--- src/hw/eptm_pkg.sv ---
/*
 * Package for the encoder position, turns and marker block: register map,
 * field positions, reset values, encoder type codes and carrier structs.
 * Assumes a single 10 MHz clock domain shared by every user of the package.
 */
package eptm_pkg;

   // ------------------------------------------------------------------
   // Register map (byte addresses, one aligned word each)
   // ------------------------------------------------------------------
   localparam int          ADDR_W          = 8;
   localparam logic [7:0]  OFS_CTRL        = 8'h00;
   localparam logic [7:0]  OFS_MARK_FLAG   = 8'h04;
   localparam logic [7:0]  OFS_TURNS_RATIO = 8'h08;
   localparam logic [7:0]  OFS_POS_REV     = 8'h0c;
   localparam logic [7:0]  OFS_POS_ANGLE   = 8'h10;
   localparam logic [7:0]  OFS_IRQ_STATUS  = 8'h14;
   localparam logic [7:0]  OFS_IRQ_CLEAR   = 8'h18;
   localparam logic [7:0]  OFS_IRQ_ENABLE  = 8'h1c;
   localparam logic [7:0]  OFS_HIDDEN      = 8'h20;

   // ------------------------------------------------------------------
   // Field positions and reset values
   // ------------------------------------------------------------------
   localparam int          CTRL_INHIBIT    = 0;
   localparam int          CTRL_MODE       = 1;
   localparam int          CTRL_ACFG_EN    = 2;
   localparam int          CTRL_TYPE_LO    = 4;
   localparam int          CTRL_LINROT_LO  = 8;
   localparam int          HIDDEN_LOCK     = 16;
   localparam int          IRQ_W           = 3;
   localparam int          IRQ_MARK        = 0;
   localparam int          IRQ_WRAP        = 1;
   localparam int          IRQ_INIT        = 2;
   localparam logic [7:0]  TURNS_RST       = 8'h10;
   localparam logic [4:0]  TURNS_MAX       = 5'h10;
   localparam logic [15:0] RATIO_VIS_MAX   = 16'h00ff;
   localparam logic [7:0]  RATIO_SAT       = 8'hff;

   // ------------------------------------------------------------------
   // Encoder types and linear/rotary codes
   // ------------------------------------------------------------------
   typedef enum logic [3:0] {
      quadrature_incremental      = 4'h0,
      freq_dir_incremental        = 4'h1,
      fwd_rev_incremental         = 4'h2,
      quadrature_with_commutation = 4'h3,
      freq_dir_with_commutation   = 4'h4,
      fwd_rev_with_commutation    = 4'h5,
      sincos_plain                = 4'h6,
      sincos_with_async_serial    = 4'h7,
      sincos_with_bidir_serial    = 4'h8,
      sincos_with_sync_serial     = 4'h9
   } eptm_enc_type_t;

   localparam logic [1:0]  LINROT_LINEAR   = 2'h0;

   // ------------------------------------------------------------------
   // Carriers
   // ------------------------------------------------------------------
   typedef struct packed {
      logic              wr;
      logic              rd;
      logic [ADDR_W-1:0] addr;
      logic [31:0]       wdata;
   } eptm_bus_req_t;

   typedef struct packed {
      logic        valid;
      logic [31:0] delta;
   } eptm_move_t;

   typedef struct packed {
      logic        valid;
      logic [31:0] angle;
      logic [15:0] turns;
   } eptm_abs_t;

   typedef struct packed {
      logic        valid;
      logic [15:0] ratio;
   } eptm_acfg_t;

endpackage

--- src/hw/eptm_core.sv ---
/*
 * Encoder position accumulator with turns mask and marker handling.
 * Assumes the encoder front end delivers signed angle steps in units of
 * 1/2^32 revolution, all inputs synchronous to mclk, and a register master
 * that follows the one-cycle strobe protocol.
 */
// Added by the designer: the placing of the registers and strobed register access.
`timescale 1ns/1ps

module eptm_core (
   input  wire logic                    mclk,
   input  wire logic                    rst_b,
   input  wire eptm_pkg::eptm_bus_req_t bus_req,
   output logic [31:0]                  bus_rdata,
   input  wire eptm_pkg::eptm_move_t    enc_move,
   input  wire logic                    marker_in,
   input  wire eptm_pkg::eptm_abs_t     abs_pos,
   input  wire eptm_pkg::eptm_acfg_t    acfg,
   output logic [47:0]                  position,
   output logic [15:0]                  cfg_ratio_bits,
   output logic                         irq
);
   import eptm_pkg::*;

   // ------------------------------------------------------------------
   // State
   // ------------------------------------------------------------------
   logic [15:0]         rev_q;
   logic [31:0]         angle_q;
   logic                inhibit_q;
   logic                mode_q;
   logic                acfg_en_q;
   eptm_enc_type_t      type_q;
   logic [1:0]          linrot_q;
   logic                flag_q;
   logic [7:0]          ratio_q;
   logic [15:0]         hidden_q;
   logic                locked_q;
   logic                init_done_q;
   logic                mark_prev_q;
   logic [IRQ_W-1:0]    irq_stat_q;
   logic [IRQ_W-1:0]    irq_en_q;
   logic [31:0]         rdata_q;

   // ------------------------------------------------------------------
   // Decode
   // ------------------------------------------------------------------
   logic                wr_ctrl;
   logic                wr_flag;
   logic                wr_ratio;
   logic                wr_clr;
   logic                wr_en;
   logic                incremental;
   logic                serial_abs;
   logic                lin_serial;
   logic [4:0]          eff_bits;
   logic [15:0]         rev_mask;
   logic                mark_evt;
   logic                abs_load;
   logic [32:0]         angle_sum;
   logic                wrap;
   logic [15:0]         rev_step;
   logic [IRQ_W-1:0]    irq_evt;

   assign wr_ctrl  = bus_req.wr && bus_req.addr == OFS_CTRL;
   assign wr_flag  = bus_req.wr && bus_req.addr == OFS_MARK_FLAG;
   assign wr_ratio = bus_req.wr && bus_req.addr == OFS_TURNS_RATIO;
   assign wr_clr   = bus_req.wr && bus_req.addr == OFS_IRQ_CLEAR;
   assign wr_en    = bus_req.wr && bus_req.addr == OFS_IRQ_ENABLE;

   // Types 0..5 are the incremental families with or without commutation.
   assign incremental = type_q <= fwd_rev_with_commutation;
   assign serial_abs  = type_q >= sincos_with_async_serial &&
                        type_q <= sincos_with_sync_serial;
   assign lin_serial  = serial_abs && linrot_q == LINROT_LINEAR;

   // Linear serial devices hold a ratio in the setting, so no mask applies.
   always_comb begin
      if (lin_serial) begin
         eff_bits = TURNS_MAX;
      end else if (ratio_q > 8'(TURNS_MAX)) begin
         eff_bits = TURNS_MAX;
      end else begin
         eff_bits = ratio_q[4:0];
      end
   end

   // A shift by 16 empties the word, giving a full mask; zero bits give none.
   assign rev_mask = ~(16'hffff << eff_bits);

   // ------------------------------------------------------------------
   // Marker edge detection
   // ------------------------------------------------------------------
   always_ff @(posedge mclk or negedge rst_b) begin
      if (!rst_b) begin
         mark_prev_q <= 1'b0;
      end else begin
         mark_prev_q <= marker_in;
      end
   end

   assign mark_evt = marker_in && !mark_prev_q && incremental;

   // Absolute load is taken at most once: on the first report after reset, if a serial type is set then.
   assign abs_load = abs_pos.valid && serial_abs && !init_done_q;

   // ------------------------------------------------------------------
   // Angle accumulation with revolution carry
   // ------------------------------------------------------------------
   assign angle_sum = {1'b0, angle_q} + {enc_move.delta[31], enc_move.delta};
   assign wrap      = enc_move.valid && angle_sum[32];
   // A carry out forward, or a borrow backward, crosses one revolution.
   assign rev_step  = enc_move.delta[31] ? rev_q - 16'h0001
                                         : rev_q + 16'h0001;

   always_ff @(posedge mclk or negedge rst_b) begin
      if (!rst_b) begin
         angle_q <= 32'h0000_0000;
      end else if (abs_load) begin
         angle_q <= abs_pos.angle;
      end else if (mark_evt && !inhibit_q) begin
         angle_q <= 32'h0000_0000;
      end else if (enc_move.valid) begin
         angle_q <= angle_sum[31:0];
      end
   end

   // For linear devices the front end scales one revolution to the travel
   // across the configured pole count, so the counter needs no change.
   always_ff @(posedge mclk or negedge rst_b) begin
      if (!rst_b) begin
         rev_q <= 16'h0000;
      end else if (abs_load) begin
         rev_q <= abs_pos.turns & rev_mask;
      end else if (mark_evt && !inhibit_q && mode_q) begin
         rev_q <= 16'h0000;
      end else if (wrap && !(mark_evt && !inhibit_q)) begin
         rev_q <= rev_step & rev_mask;
      end else begin
         rev_q <= rev_q & rev_mask;
      end
   end

   always_ff @(posedge mclk or negedge rst_b) begin
      if (!rst_b) begin
         init_done_q <= 1'b0;
      end else if (abs_pos.valid) begin
         init_done_q <= 1'b1;
      end
   end

   assign position = {rev_q, angle_q};

   // ------------------------------------------------------------------
   // Control register and marker flag
   // ------------------------------------------------------------------
   always_ff @(posedge mclk or negedge rst_b) begin
      if (!rst_b) begin
         inhibit_q <= 1'b0;
         mode_q    <= 1'b0;
         acfg_en_q <= 1'b0;
         type_q    <= quadrature_incremental;
         linrot_q  <= 2'h1;
      end else if (wr_ctrl) begin
         inhibit_q <= bus_req.wdata[CTRL_INHIBIT];
         mode_q    <= bus_req.wdata[CTRL_MODE];
         acfg_en_q <= bus_req.wdata[CTRL_ACFG_EN];
         type_q    <= eptm_enc_type_t'(bus_req.wdata[CTRL_TYPE_LO +: 4]);
         linrot_q  <= bus_req.wdata[CTRL_LINROT_LO +: 2];
      end
   end

   // A marker edge in the same cycle as a clearing write still sets it.
   always_ff @(posedge mclk or negedge rst_b) begin
      if (!rst_b) begin
         flag_q <= 1'b0;
      end else if (mark_evt) begin
         flag_q <= 1'b1;
      end else if (wr_flag) begin
         flag_q <= bus_req.wdata[0];
      end
   end

   // ------------------------------------------------------------------
   // Turns setting, auto-configured ratio and lock
   // ------------------------------------------------------------------
   always_ff @(posedge mclk or negedge rst_b) begin
      if (!rst_b) begin
         ratio_q  <= TURNS_RST;
         hidden_q <= 16'h0000;
         locked_q <= 1'b0;
      end else if (acfg.valid && acfg_en_q) begin
         if (acfg.ratio > RATIO_VIS_MAX) begin
            ratio_q  <= RATIO_SAT;
            hidden_q <= acfg.ratio;
            locked_q <= 1'b1;
         end else begin
            ratio_q  <= acfg.ratio[7:0];
            hidden_q <= acfg.ratio;
            locked_q <= 1'b0;
         end
      end else if (wr_ratio && !locked_q) begin
         ratio_q <= bus_req.wdata[7:0];
      end
   end

   // The front end reads the turns bits or the linear ratio from here.
   assign cfg_ratio_bits = locked_q ? hidden_q
                                    : {8'h00, ratio_q};

   // ------------------------------------------------------------------
   // Interrupts
   // ------------------------------------------------------------------
   assign irq_evt[IRQ_MARK] = mark_evt;
   assign irq_evt[IRQ_WRAP] = wrap;
   assign irq_evt[IRQ_INIT] = abs_load;

   genvar gi;
   generate
      for (gi = 0; gi < IRQ_W; gi++) begin : g_irq
         always_ff @(posedge mclk or negedge rst_b) begin
            if (!rst_b) begin
               irq_stat_q[gi] <= 1'b0;
            end else if (irq_evt[gi]) begin
               irq_stat_q[gi] <= 1'b1;
            end else if (wr_clr && bus_req.wdata[gi]) begin
               irq_stat_q[gi] <= 1'b0;
            end
         end
      end
   endgenerate

   always_ff @(posedge mclk or negedge rst_b) begin
      if (!rst_b) begin
         irq_en_q <= '0;
      end else if (wr_en) begin
         irq_en_q <= bus_req.wdata[IRQ_W-1:0];
      end
   end

   assign irq = |(irq_stat_q & irq_en_q);

   // ------------------------------------------------------------------
   // Read port
   // ------------------------------------------------------------------
   always_ff @(posedge mclk or negedge rst_b) begin
      if (!rst_b) begin
         rdata_q <= 32'h0000_0000;
      end else if (bus_req.rd) begin
         case (bus_req.addr)
            OFS_CTRL: begin
               rdata_q <= 32'({linrot_q, type_q, 1'b0,
                               acfg_en_q, mode_q, inhibit_q});
            end
            OFS_MARK_FLAG:   rdata_q <= 32'(flag_q);
            OFS_TURNS_RATIO: rdata_q <= 32'(ratio_q);
            OFS_POS_REV:     rdata_q <= 32'(rev_q);
            OFS_POS_ANGLE:   rdata_q <= angle_q;
            OFS_IRQ_STATUS:  rdata_q <= 32'(irq_stat_q);
            OFS_IRQ_ENABLE:  rdata_q <= 32'(irq_en_q);
            OFS_HIDDEN:      rdata_q <= 32'({locked_q, hidden_q});
            default:         rdata_q <= 32'h0000_0000;
         endcase
      end
   end

   assign bus_rdata = rdata_q;

   // ------------------------------------------------------------------
   // Assertions
   // ------------------------------------------------------------------
   AST_FLAG_SET: assert property (
      @(posedge mclk) disable iff (!rst_b)
      mark_evt |=> flag_q ##1 (flag_q || $past(wr_flag)))
      else $error("Marker flag not set after marker event.");

   AST_MARK_RESET: assert property (
      @(posedge mclk) disable iff (!rst_b)
      (mark_evt && !inhibit_q && !abs_load) |=> angle_q == 32'h0000_0000)
      else $error("Marker did not clear the angle.");

   AST_INHIBIT_KEEP: assert property (
      @(posedge mclk) disable iff (!rst_b)
      (mark_evt && inhibit_q && !abs_load && !enc_move.valid)
      |=> angle_q == $past(angle_q) && flag_q)
      else $error("Inhibited marker changed the position.");

   AST_MODE_TURNS: assert property (
      @(posedge mclk) disable iff (!rst_b)
      (mark_evt && !inhibit_q && !abs_load)
      |=> ($past(mode_q) ? rev_q == 16'h0000
                         : rev_q == ($past(rev_q) & $past(rev_mask))))
      else $error("Marker mode handled turns wrongly.");

   AST_TYPE_GATE: assert property (
      @(posedge mclk) disable iff (!rst_b)
      (!incremental && !wr_flag) |=> flag_q == $past(flag_q))
      else $error("Marker acted on a non-incremental type.");

   AST_EDGE_ONCE: assert property (
      @(posedge mclk) disable iff (!rst_b)
      mark_evt |=> !mark_evt)
      else $error("Marker event repeated within one active period.");

   AST_TURNS_ZERO: assert property (
      @(posedge mclk) disable iff (!rst_b)
      (eff_bits == 5'h00 && $stable(eff_bits)) |=> rev_q == 16'h0000)
      else $error("Turns not held at zero.");

   AST_TURNS_MAX: assert property (
      @(posedge mclk) disable iff (!rst_b)
      $stable(rev_mask) |=> (rev_q & ~$past(rev_mask)) == 16'h0000)
      else $error("Turns exceed the masked maximum.");

   AST_WRAP_STEP: assert property (
      @(posedge mclk) disable iff (!rst_b)
      (wrap && !enc_move.delta[31] && !abs_load && !mark_evt)
      |=> rev_q == (($past(rev_q) + 16'h0001) & $past(rev_mask)))
      else $error("Forward revolution did not advance the turns.");

   AST_ACFG_BIG: assert property (
      @(posedge mclk) disable iff (!rst_b)
      (acfg.valid && acfg_en_q && acfg.ratio > RATIO_VIS_MAX)
      |=> ratio_q == RATIO_SAT && hidden_q == $past(acfg.ratio) && locked_q)
      else $error("Oversized ratio not hidden.");

   AST_LOCK_HOLD: assert property (
      @(posedge mclk) disable iff (!rst_b)
      (locked_q && wr_ratio && !acfg.valid) |=> $stable(ratio_q))
      else $error("Locked setting changed by a write.");

   AST_ABS_LOAD: assert property (
      @(posedge mclk) disable iff (!rst_b)
      abs_load |=> angle_q == $past(abs_pos.angle) && init_done_q)
      else $error("Absolute angle not loaded at power-up.");

endmodule

--- config.mk ---
export PLATFORM = sky130hd
export DESIGN_NAME = eptm_core
export DESIGN_NICKNAME = d
export VERILOG_FILES = /design/src/hw/eptm_pkg.sv /design/src/hw/eptm_core.sv
export SDC_FILE = /design/constraint.sdc
export NUM_CORES = 1
export LEC_CHECK = 0
export BUFFER_PORTS_ARGS = -buffer_cell sky130_fd_sc_hd__buf_2
export CAP_MARGIN = 20
export CORE_ASPECT_RATIO = 0.8
export CORE_MARGIN = 2
export CORE_UTILIZATION = 55
export CTS_CLUSTER_SIZE = 10
export DETAILED_ROUTE_END_ITERATION = 16
export PLACE_DENSITY = 0.83
export SKIP_CTS_REPAIR_TIMING = 1
export SLEW_MARGIN = 30
export SYNTH_ARGS = -nofsm -noshare
export SYNTH_HDL_FRONTEND = slang
export SYNTH_SLANG_ARGS = --single-unit
--- constraint.sdc ---
create_clock -name mclk -period 5.05 [get_ports mclk]
set_clock_uncertainty 0.05 [all_clocks]
set_input_delay 0.7575 -clock mclk [delete_from_list [all_inputs] [get_ports mclk]]
set_output_delay 0.7575 -clock mclk [all_outputs]
set_load 0.02 [all_outputs]
==> out/metrics.yaml, run 1 <==
routing:
  ant_nets: 0
  drtIter0Drc: 1278
  wl_met2_um: 12300
  top_layer: "met4"
  wl_met1_um: 12300
  wl_per_cell_um: 21.0
  vias: 9074
  drc_errors: 0
  wl_um: 29400
  wl_met3_um: 3690
  via_per_inst: 6.49
  dr.pass1.iters: 8
critical_path:
  worst-path-max-fanout: 10
  required_ns: 5.31
  cp-end-kind: "register"
  timing.critical_path.buf_inv: 2
  r2r_start: "angle_q[0]"
  r2r_setup_slack_ns: 1.23
  critPathMostFrequentCell: "o31ai_1"
  cp-start-kind: "register"
  critPathMaxStageDelay_ns: 0.63
  critPathSlowestCell: "nor4_4"
  startpoint: "angle_q[0]"
  path_class: "reg -> reg"
  crit_path_cell_trace: "ha_1 > inv_1 > fa_1 > nor2b_4 > o31a_1 > o31ai_1 > a21o_1 > a2111oi_2 > nor4_4 > buf_4 > nor3_1 > o31ai_1"
  cp_top_family: "compound AO/OA/AOI/OAI gates"
  crit_arrival_ns: 4.08
clock_network:
  clockBufferDepth: 2
  clock-root-buffer: "clkbuf_16"
  worstSkewPairLatency_ns: 0.43
  cts_tree: "built"
  clkSlewWorstSetupHoldPaths_ns: 0.06
  numCtsBuffers: 17
  cts_sinks: 123
  cts_max_level: 4
layout:
  syn_to_final_growth_pct: 22.6
  antenna_cells: 0
  fill_cells: 1190
  drive_above_1_share_pct: 26.5
  fin_util_pct: 69.8
  fin_nets: 1368
synth:
  yosys.area_share.simple_pct: 16.5
  synth_top_family_by_area: "compound AO/OA/AOI/OAI gates"
  synth_area_um2: 8630
  yosysWarnings: 0
  synthAdderAreaFrac_pct: 7.13
  ys_types: 79
  synthMuxAreaShare_pct: 5.43
  synth_cells: 975
  ys_ff_latch: 123
  ys.flop_type: "dfrtp_1"
  synth-seq-area-share_pct: 35.7
  async_reset_ff_share_pct: 100
  synth_edf_count: 0
  syn_area_per_cell_um2: 8.85
  synth_compound_area_share_pct: 27.6
  synth_fp_nets: 1167
  synth_xor_area_share_pct: 2.94
pwr:
  power_frac_comb_pct: 45.8
  clockPowerShare_pct: 26.1
  power-per-cell-area_nw_per_um2: 525
  worst_ir_drop_vdd_mv: 0.269
  p_int_w: 0.00323
  p_leak_nw: 5.14
  power_switching_w: 0.00233
  p_sw_share_pct: 41.9
  seqPwrFrac_pct: 28.1
sta:
  setup_viol: 0
  final_max_slew_viol_count: 0
  rsz0062_at_grt: "no"
  tightest_slew_ns: 0.965
  fmax_ghz: 0.262
  tns_ns: 0
  fin_crit_sh_pct: 75.6
  fin_crit_ns: 3.82
  hold_viol: 0
  slew_headroom_pct: 35.7
global_routing:
  grt_pass1_vias: 8280
  grt_pass1_wl_um: 45000
  antenna_found_initial: 0
  gr-usage-all-layers_pct: 35.2
  grt_max_degree: 56
  overflow: 0
floorplanning:
  die_area_um2: 16700
  core_um2: 15200
  die_h_um: 116
  num_io_pins: 241
  num_rows: 40
  fp.dieW_um: 144
  initial_utilization_pct: 56.9
place:
  place_congestion: 0.991
  hpwl_um: 21500
  port-buffer-count: 218
min_path:
  min_path_type: "in -> async"
run_status:
  outcome: "finished, final reports clean"
job:
  timing.max_cap.violations: 0
through the flow:
stage | std cells | total power [W] | worst slack [ns] | instance area (µm²) | hold slack [ns]
2_1_floorplan | 975 | 0.00328 | 1.72 | 8630 | 0.403
3_5_place_dp | 1367 | 0.00403 | 1.12 | 9890 | 0.443
6_report | 1399 | 0.00556 | 1.23 | 10600 | 0.241
4_1_cts | 1399 | 0.00549 | 1.33 | 10600 | 0.258
5_1_grt | 1399 | 0.00586 | 1.12 | 10600 | 0.269
3_3_place_gp | 1367 | 0.00398 | 1.13 | 9880 | 0.436
cells by family after synthesis:
family / Yosys count
buffers and inverters: 101
xor gates and xnor gates: 29
DFF: 123
and+or+nand+nor: 279
muxes: 43
adders and majority gates: 48
AOI/OAI and AO/OA: 352
Yosys cell counts (4+ instances only):
library cell / number / share of area (%)
o31ai_1: 7 / 0.61
nor2_1: 37 / 1.6
a222oi_1: 14 / 1.6
o31a_1: 4 / 0.41
inv_1: 52 / 2.3
clkbuf_1: 35 / 1.5
a22o_1: 5 / 0.51
nor4_1: 7 / 0.51
nor3_1: 16 / 0.93
nand3_1: 45 / 2.6
a31oi_1: 14 / 1.0
a22oi_1: 7 / 0.61
mux2i_1: 12 / 1.4
xnor2_1: 15 / 1.5
o22ai_1: 19 / 1.4
a32oi_1: 9 / 0.91
dfrtp_1: 121 / 35
a211oi_1: 18 / 1.6
xor2_1: 14 / 1.4
a221oi_1: 8 / 0.81
nand2_1: 84 / 3.7
nand4_1: 4 / 0.29
nor2b_1: 8 / 0.58
and2_1: 16 / 1.2
a31o_2: 5 / 0.51
a21oi_1: 64 / 3.7
and3_1: 25 / 1.8
or3_1: 6 / 0.43
mux2_2: 31 / 4.0
buf_1: 7 / 0.30
ha_1: 46 / 6.7
o211ai_1: 13 / 1.1
nand2b_1: 11 / 0.80
o21ai_0: 86 / 5.0
a21o_1: 29 / 2.5
o21bai_1: 7 / 0.61
registers in the layout (all words and copies together) (netlist names):
name,count
linrot_q,2
mark_prev_q,1
acfg_en_q,1
irq_en_q,3
ratio_q,8
rev_q,16
flag_q,1
angle_q,32
mode_q,1
irq_stat_q,3
bus_rdata,32
type_q,4
init_done_q,1
locked_q,1
hidden_q,16
inhibit_q,1
power groups by stage:
stage	Sequential, W	Combinational (W)	Clock [W]
3_3_place_gp	0.00155	0.00243	0
4_1_cts	0.00154	0.00250	0.00145
3_5_place_dp	0.00155	0.00248	0
6_report	0.00156	0.00255	0.00145
5_1_grt	0.00158	0.00278	0.00151
2_1_floorplan	0.00157	0.00172	0
final timing paths:
path | endpoint | depth (start not counted)
min in group mclk | mark_prev_q | 1
max in group asynchronous | bus_rdata[4] | 2
hold / removal | angle_q[7] | 1
setup reg to reg | rev_q[13] | 12
setup / recovery | rev_q[13] | 12
hold reg to reg | init_done_q | 1
cells in the final DEF (no fill, tap or decap), types with 14 or more instances in the layout:
cell       instances
a31oi_1           14
inv_1             52
a211oi_1          18
ha_1              46
mux2_2            31
nor3_1            16
a222oi_1          14
a21oi_1           64
clkbuf_16         17
and2_1            16
nand3_1           45
a21o_1            29
xor2_1            14
xnor2_1           15
o22ai_1           19
buf_2            217
o21ai_0           86
dfrtp_1          121
nand2_1           84
nor2_1            35
and3_1            25
final cells by class:
cell class	instances	area [µm²]	area share (%)
Tap cell	210	263	2.48
Clock buffer	22	484	4.57
Sequential cell	123	3080	29.1
Clock inverter	10	210	1.99
Timing Repair Buffer	230	1180	11.2
Multi-Input combinational cell	751	5160	48.8
Inverter	53	199	1.88
layer usage:
layer | global-route usage, % | vias to the layer above
met3 | 7.40 | 88
met5 | 0 | -
met1 | 51.6 | 4272
met4 | 14.2 | 0
met2 | 50.9 | 610
li1 | - | 4104
Power figures use the tool's default switching activity.
==> run 2: changes to the inputs <==
Settings changed: CORE_UTILIZATION 55 to 48, PLACE_DENSITY 0.83 to 0.77.
Clock period 5.05 ns to 3.26 ns, I/O delays scaled along.
==> run 2 against run 1 <==
Against the previous run: non-clock buffer count is 36 higher; critical endpoint is now rev_q[0]; die area is 14% higher; utilization is 7.9 points lower.
==> out/metrics.yaml, run 2 (same netlist as run 1, synthesis figures left out) <==
clock_network:
  worstSkewPairLatency_ns: 0.42  # was 0.43 ns
  cts_max_level: 4  # unchanged
  numCtsBuffers: 17  # unchanged
  cts_tree: "built"  # unchanged
  clkSlewWorstSetupHoldPaths_ns: 0.06  # about the same
  clockBufferDepth: 2  # unchanged
  cts_sinks: 123  # unchanged
  clock-root-buffer: "clkbuf_16"  # unchanged
layout:
  most-common-layout-cells: "buf_2 (217), dfrtp_1 (120), o21ai_0 (86)"  # was buf_2 (217), dfrtp_1 (121), o21ai_0 (86)
  fin_nets: 1404  # was 1368
  final_cell_area_um2: 10800  # was 10600 µm²
  fill_cells: 1508  # was 1190
  syn_to_final_growth_pct: 25.3  # was 22.6%
  fin_util_pct: 61.9  # was 69.8%
  mostFrequentLayoutCell: "buf_2"  # unchanged
  drive_above_1_share_pct: 28.8  # was 26.5%
sta:
  rsz0062_at_grt: "yes"  # was no
  fin_crit_sh_pct: 97.8  # was 75.6%
  layout_setup_ws_ns: 0.0710  # was 1.23 ns
  fin_crit_ns: 3.19  # was 3.82 ns
  fmax_ghz: 0.314  # was 0.262 GHz
  hold_viol: 0  # unchanged
  final_max_slew_viol_count: 0  # unchanged
  tns_ns: 0  # unchanged
  tightest_slew_ns: 0.813  # was 0.965 ns
  slew_headroom_pct: 45.8  # was 35.7%
  setup_viol: 0  # unchanged
critical_path:
  worst-path-max-fanout: 12  # was 10
  path_class: "reg -> reg"  # unchanged
  cp-start-kind: "register"  # unchanged
  crit_arrival_ns: 3.42  # was 4.08 ns
  required_ns: 3.49  # was 5.31 ns
  crit_path_cell_trace: "ha_1 > inv_1 > fa_1 > nor2b_4 > o31a_1 > o31ai_2 > and3_1 > o211a_1 > or4_4 > a31oi_1 > a21oi_1"  # was ha_1 > inv_1 > fa_1 > nor2b_4 > o31a_1 > o31ai_1 > a21o_1 > a2111oi_2 > nor4_4 > buf_4 > nor3_1 > o31ai_1
  critPathSlowestCell: "or4_4"  # was nor4_4
  critPathMaxStageDelay_ns: 0.67  # was 0.63 ns
  cp-end-kind: "register"  # unchanged
job:
  timing.max_cap.violations: 0  # unchanged
pwr:
  worst_ir_drop_vdd_mv: 0.391  # was 0.269 mV
  power-per-cell-area_nw_per_um2: 796  # was 525 nW/µm²
  p_leak_nw: 5.27  # was 5.14 nW
  power.total_w: 0.00862  # was 0.00556 W
run_status:
  outcome: "finished, final reports clean"  # unchanged
floorplanning:
  num_rows: 43  # was 40
  num_io_pins: 241  # unchanged
  die_h_um: 124  # was 116 µm
  fp.dieW_um: 154  # was 144 µm
  initial_utilization_pct: 49.4  # was 56.9%
  core_um2: 17500  # was 15200 µm²
  die_area_um2: 19100  # was 16700 µm²
global_routing:
  grt_pass1_wl_um: 48200  # was 45000 µm
  grt_pass1_vias: 8581  # was 8280
  gr-usage-all-layers_pct: 32.7  # was 35.2%
  met3_usage_pct: 7.55  # was 7.40%
  met1_usage_pct: 48.8  # was 51.6%
  busiest_layer: "met1"  # unchanged
  antenna_found_initial: 2  # was 0
  overflow: 0  # unchanged
  grt_max_degree: 53  # was 56
  grt_use_met2_pct: 46.7  # was 50.9%
routing:
  via_per_inst: 6.46  # was 6.49
  dr.pass1.iters: 9  # was 8
  vias: 9380  # was 9074
  wl_per_cell_um: 21.7  # was 21.0 µm
  ant_nets: 0  # unchanged
  drc_errors: 0  # unchanged
  wl_um: 31500  # was 29400 µm
  drtIter0Drc: 1299  # was 1278
place:
  port-buffer-count: 218  # unchanged
  place_congestion: 1.01  # was 0.991
  placed_area_um2: 10200  # was 9890 µm²
  hpwl_um: 23600  # was 21500 µm
  dp_slack_ns: -0.0546  # was 1.12 ns
min_path:
  min_path_type: "in -> async"  # unchanged
## run 2: cell count changes in the layout (fill, tap and decap cells not counted), sizes merged
cell / previous run / this run
clkbuf: 22 / 20
bufinv: 6 / 3
clkinv: 4 / 7
clkinvlp: 1 / 3
diode: 0 / 1
buf: 230 / 266
## run 2: metrics by stage
step / hold WS, ns / instances
finish: 0.0762 / 1451
global route: 0.113 / 1451
CTS: 0.0969 / 1450
detailed placement: 0.440 / 1418
global placement: 0.440 / 1418
floorplan: 0.143 / 975
## run 2: layout make-up
type                    count  area, µm²  share of cell area [%]
multi-input cells         751       5180                    47.9
diodes                      1       2.50                  0.0231
clock inverters            12        146                    1.35
repair buffers            266       1470                    13.6
well taps                 225        282                    2.60
flip-flops and latches    123       3080                    28.5
clock buffers              20        457                    4.22
inverters                  53        199                    1.84
## run 2: worst paths after layout
kind,startpoint,to,slack [ns],cells past startpoint
setup / recovery,angle_q[0],rev_q[0],0.07,11
hold / removal,rst_b,angle_q[15],0.08,1
setup reg to reg,angle_q[0],rev_q[0],0.07,11
hold reg to reg,ratio_q[4],ratio_q[4],0.45,2
max in group asynchronous,rst_b,hidden_q[11],2.25,2
min in group mclk,marker_in,mark_prev_q,0.16,1
## run 2: per-layer routing
layer | vias up | wire length (µm)
li1 | 4178 | -
met1 | 4432 | 13500
met2 | 698 | 12900
met3 | 72 | 4220
met4 | 0 | 936
met5 | - | 0
## run 2: power breakdown
part | internal [W] | switching [W] | leakage, nW | total (W)
logic | 0.00177 | 0.00244 | 3.37 | 0.00421
clock network | 0.00124 | 0.000708 | 0.292 | 0.00194
registers | 0.00186 | 0.000603 | 1.60 | 0.00246
## run 2: worst max-delay path: cells and delay by family, from the launching register on
kind / cells / cell delay (ns)
buffers and inverters: 1 / 0.07
DFF: 1 / 0.34
and+or+nand+nor: 3 / 1.05
AOI/OAI and AO/OA: 5 / 0.89
adders and majority gates: 2 / 0.64
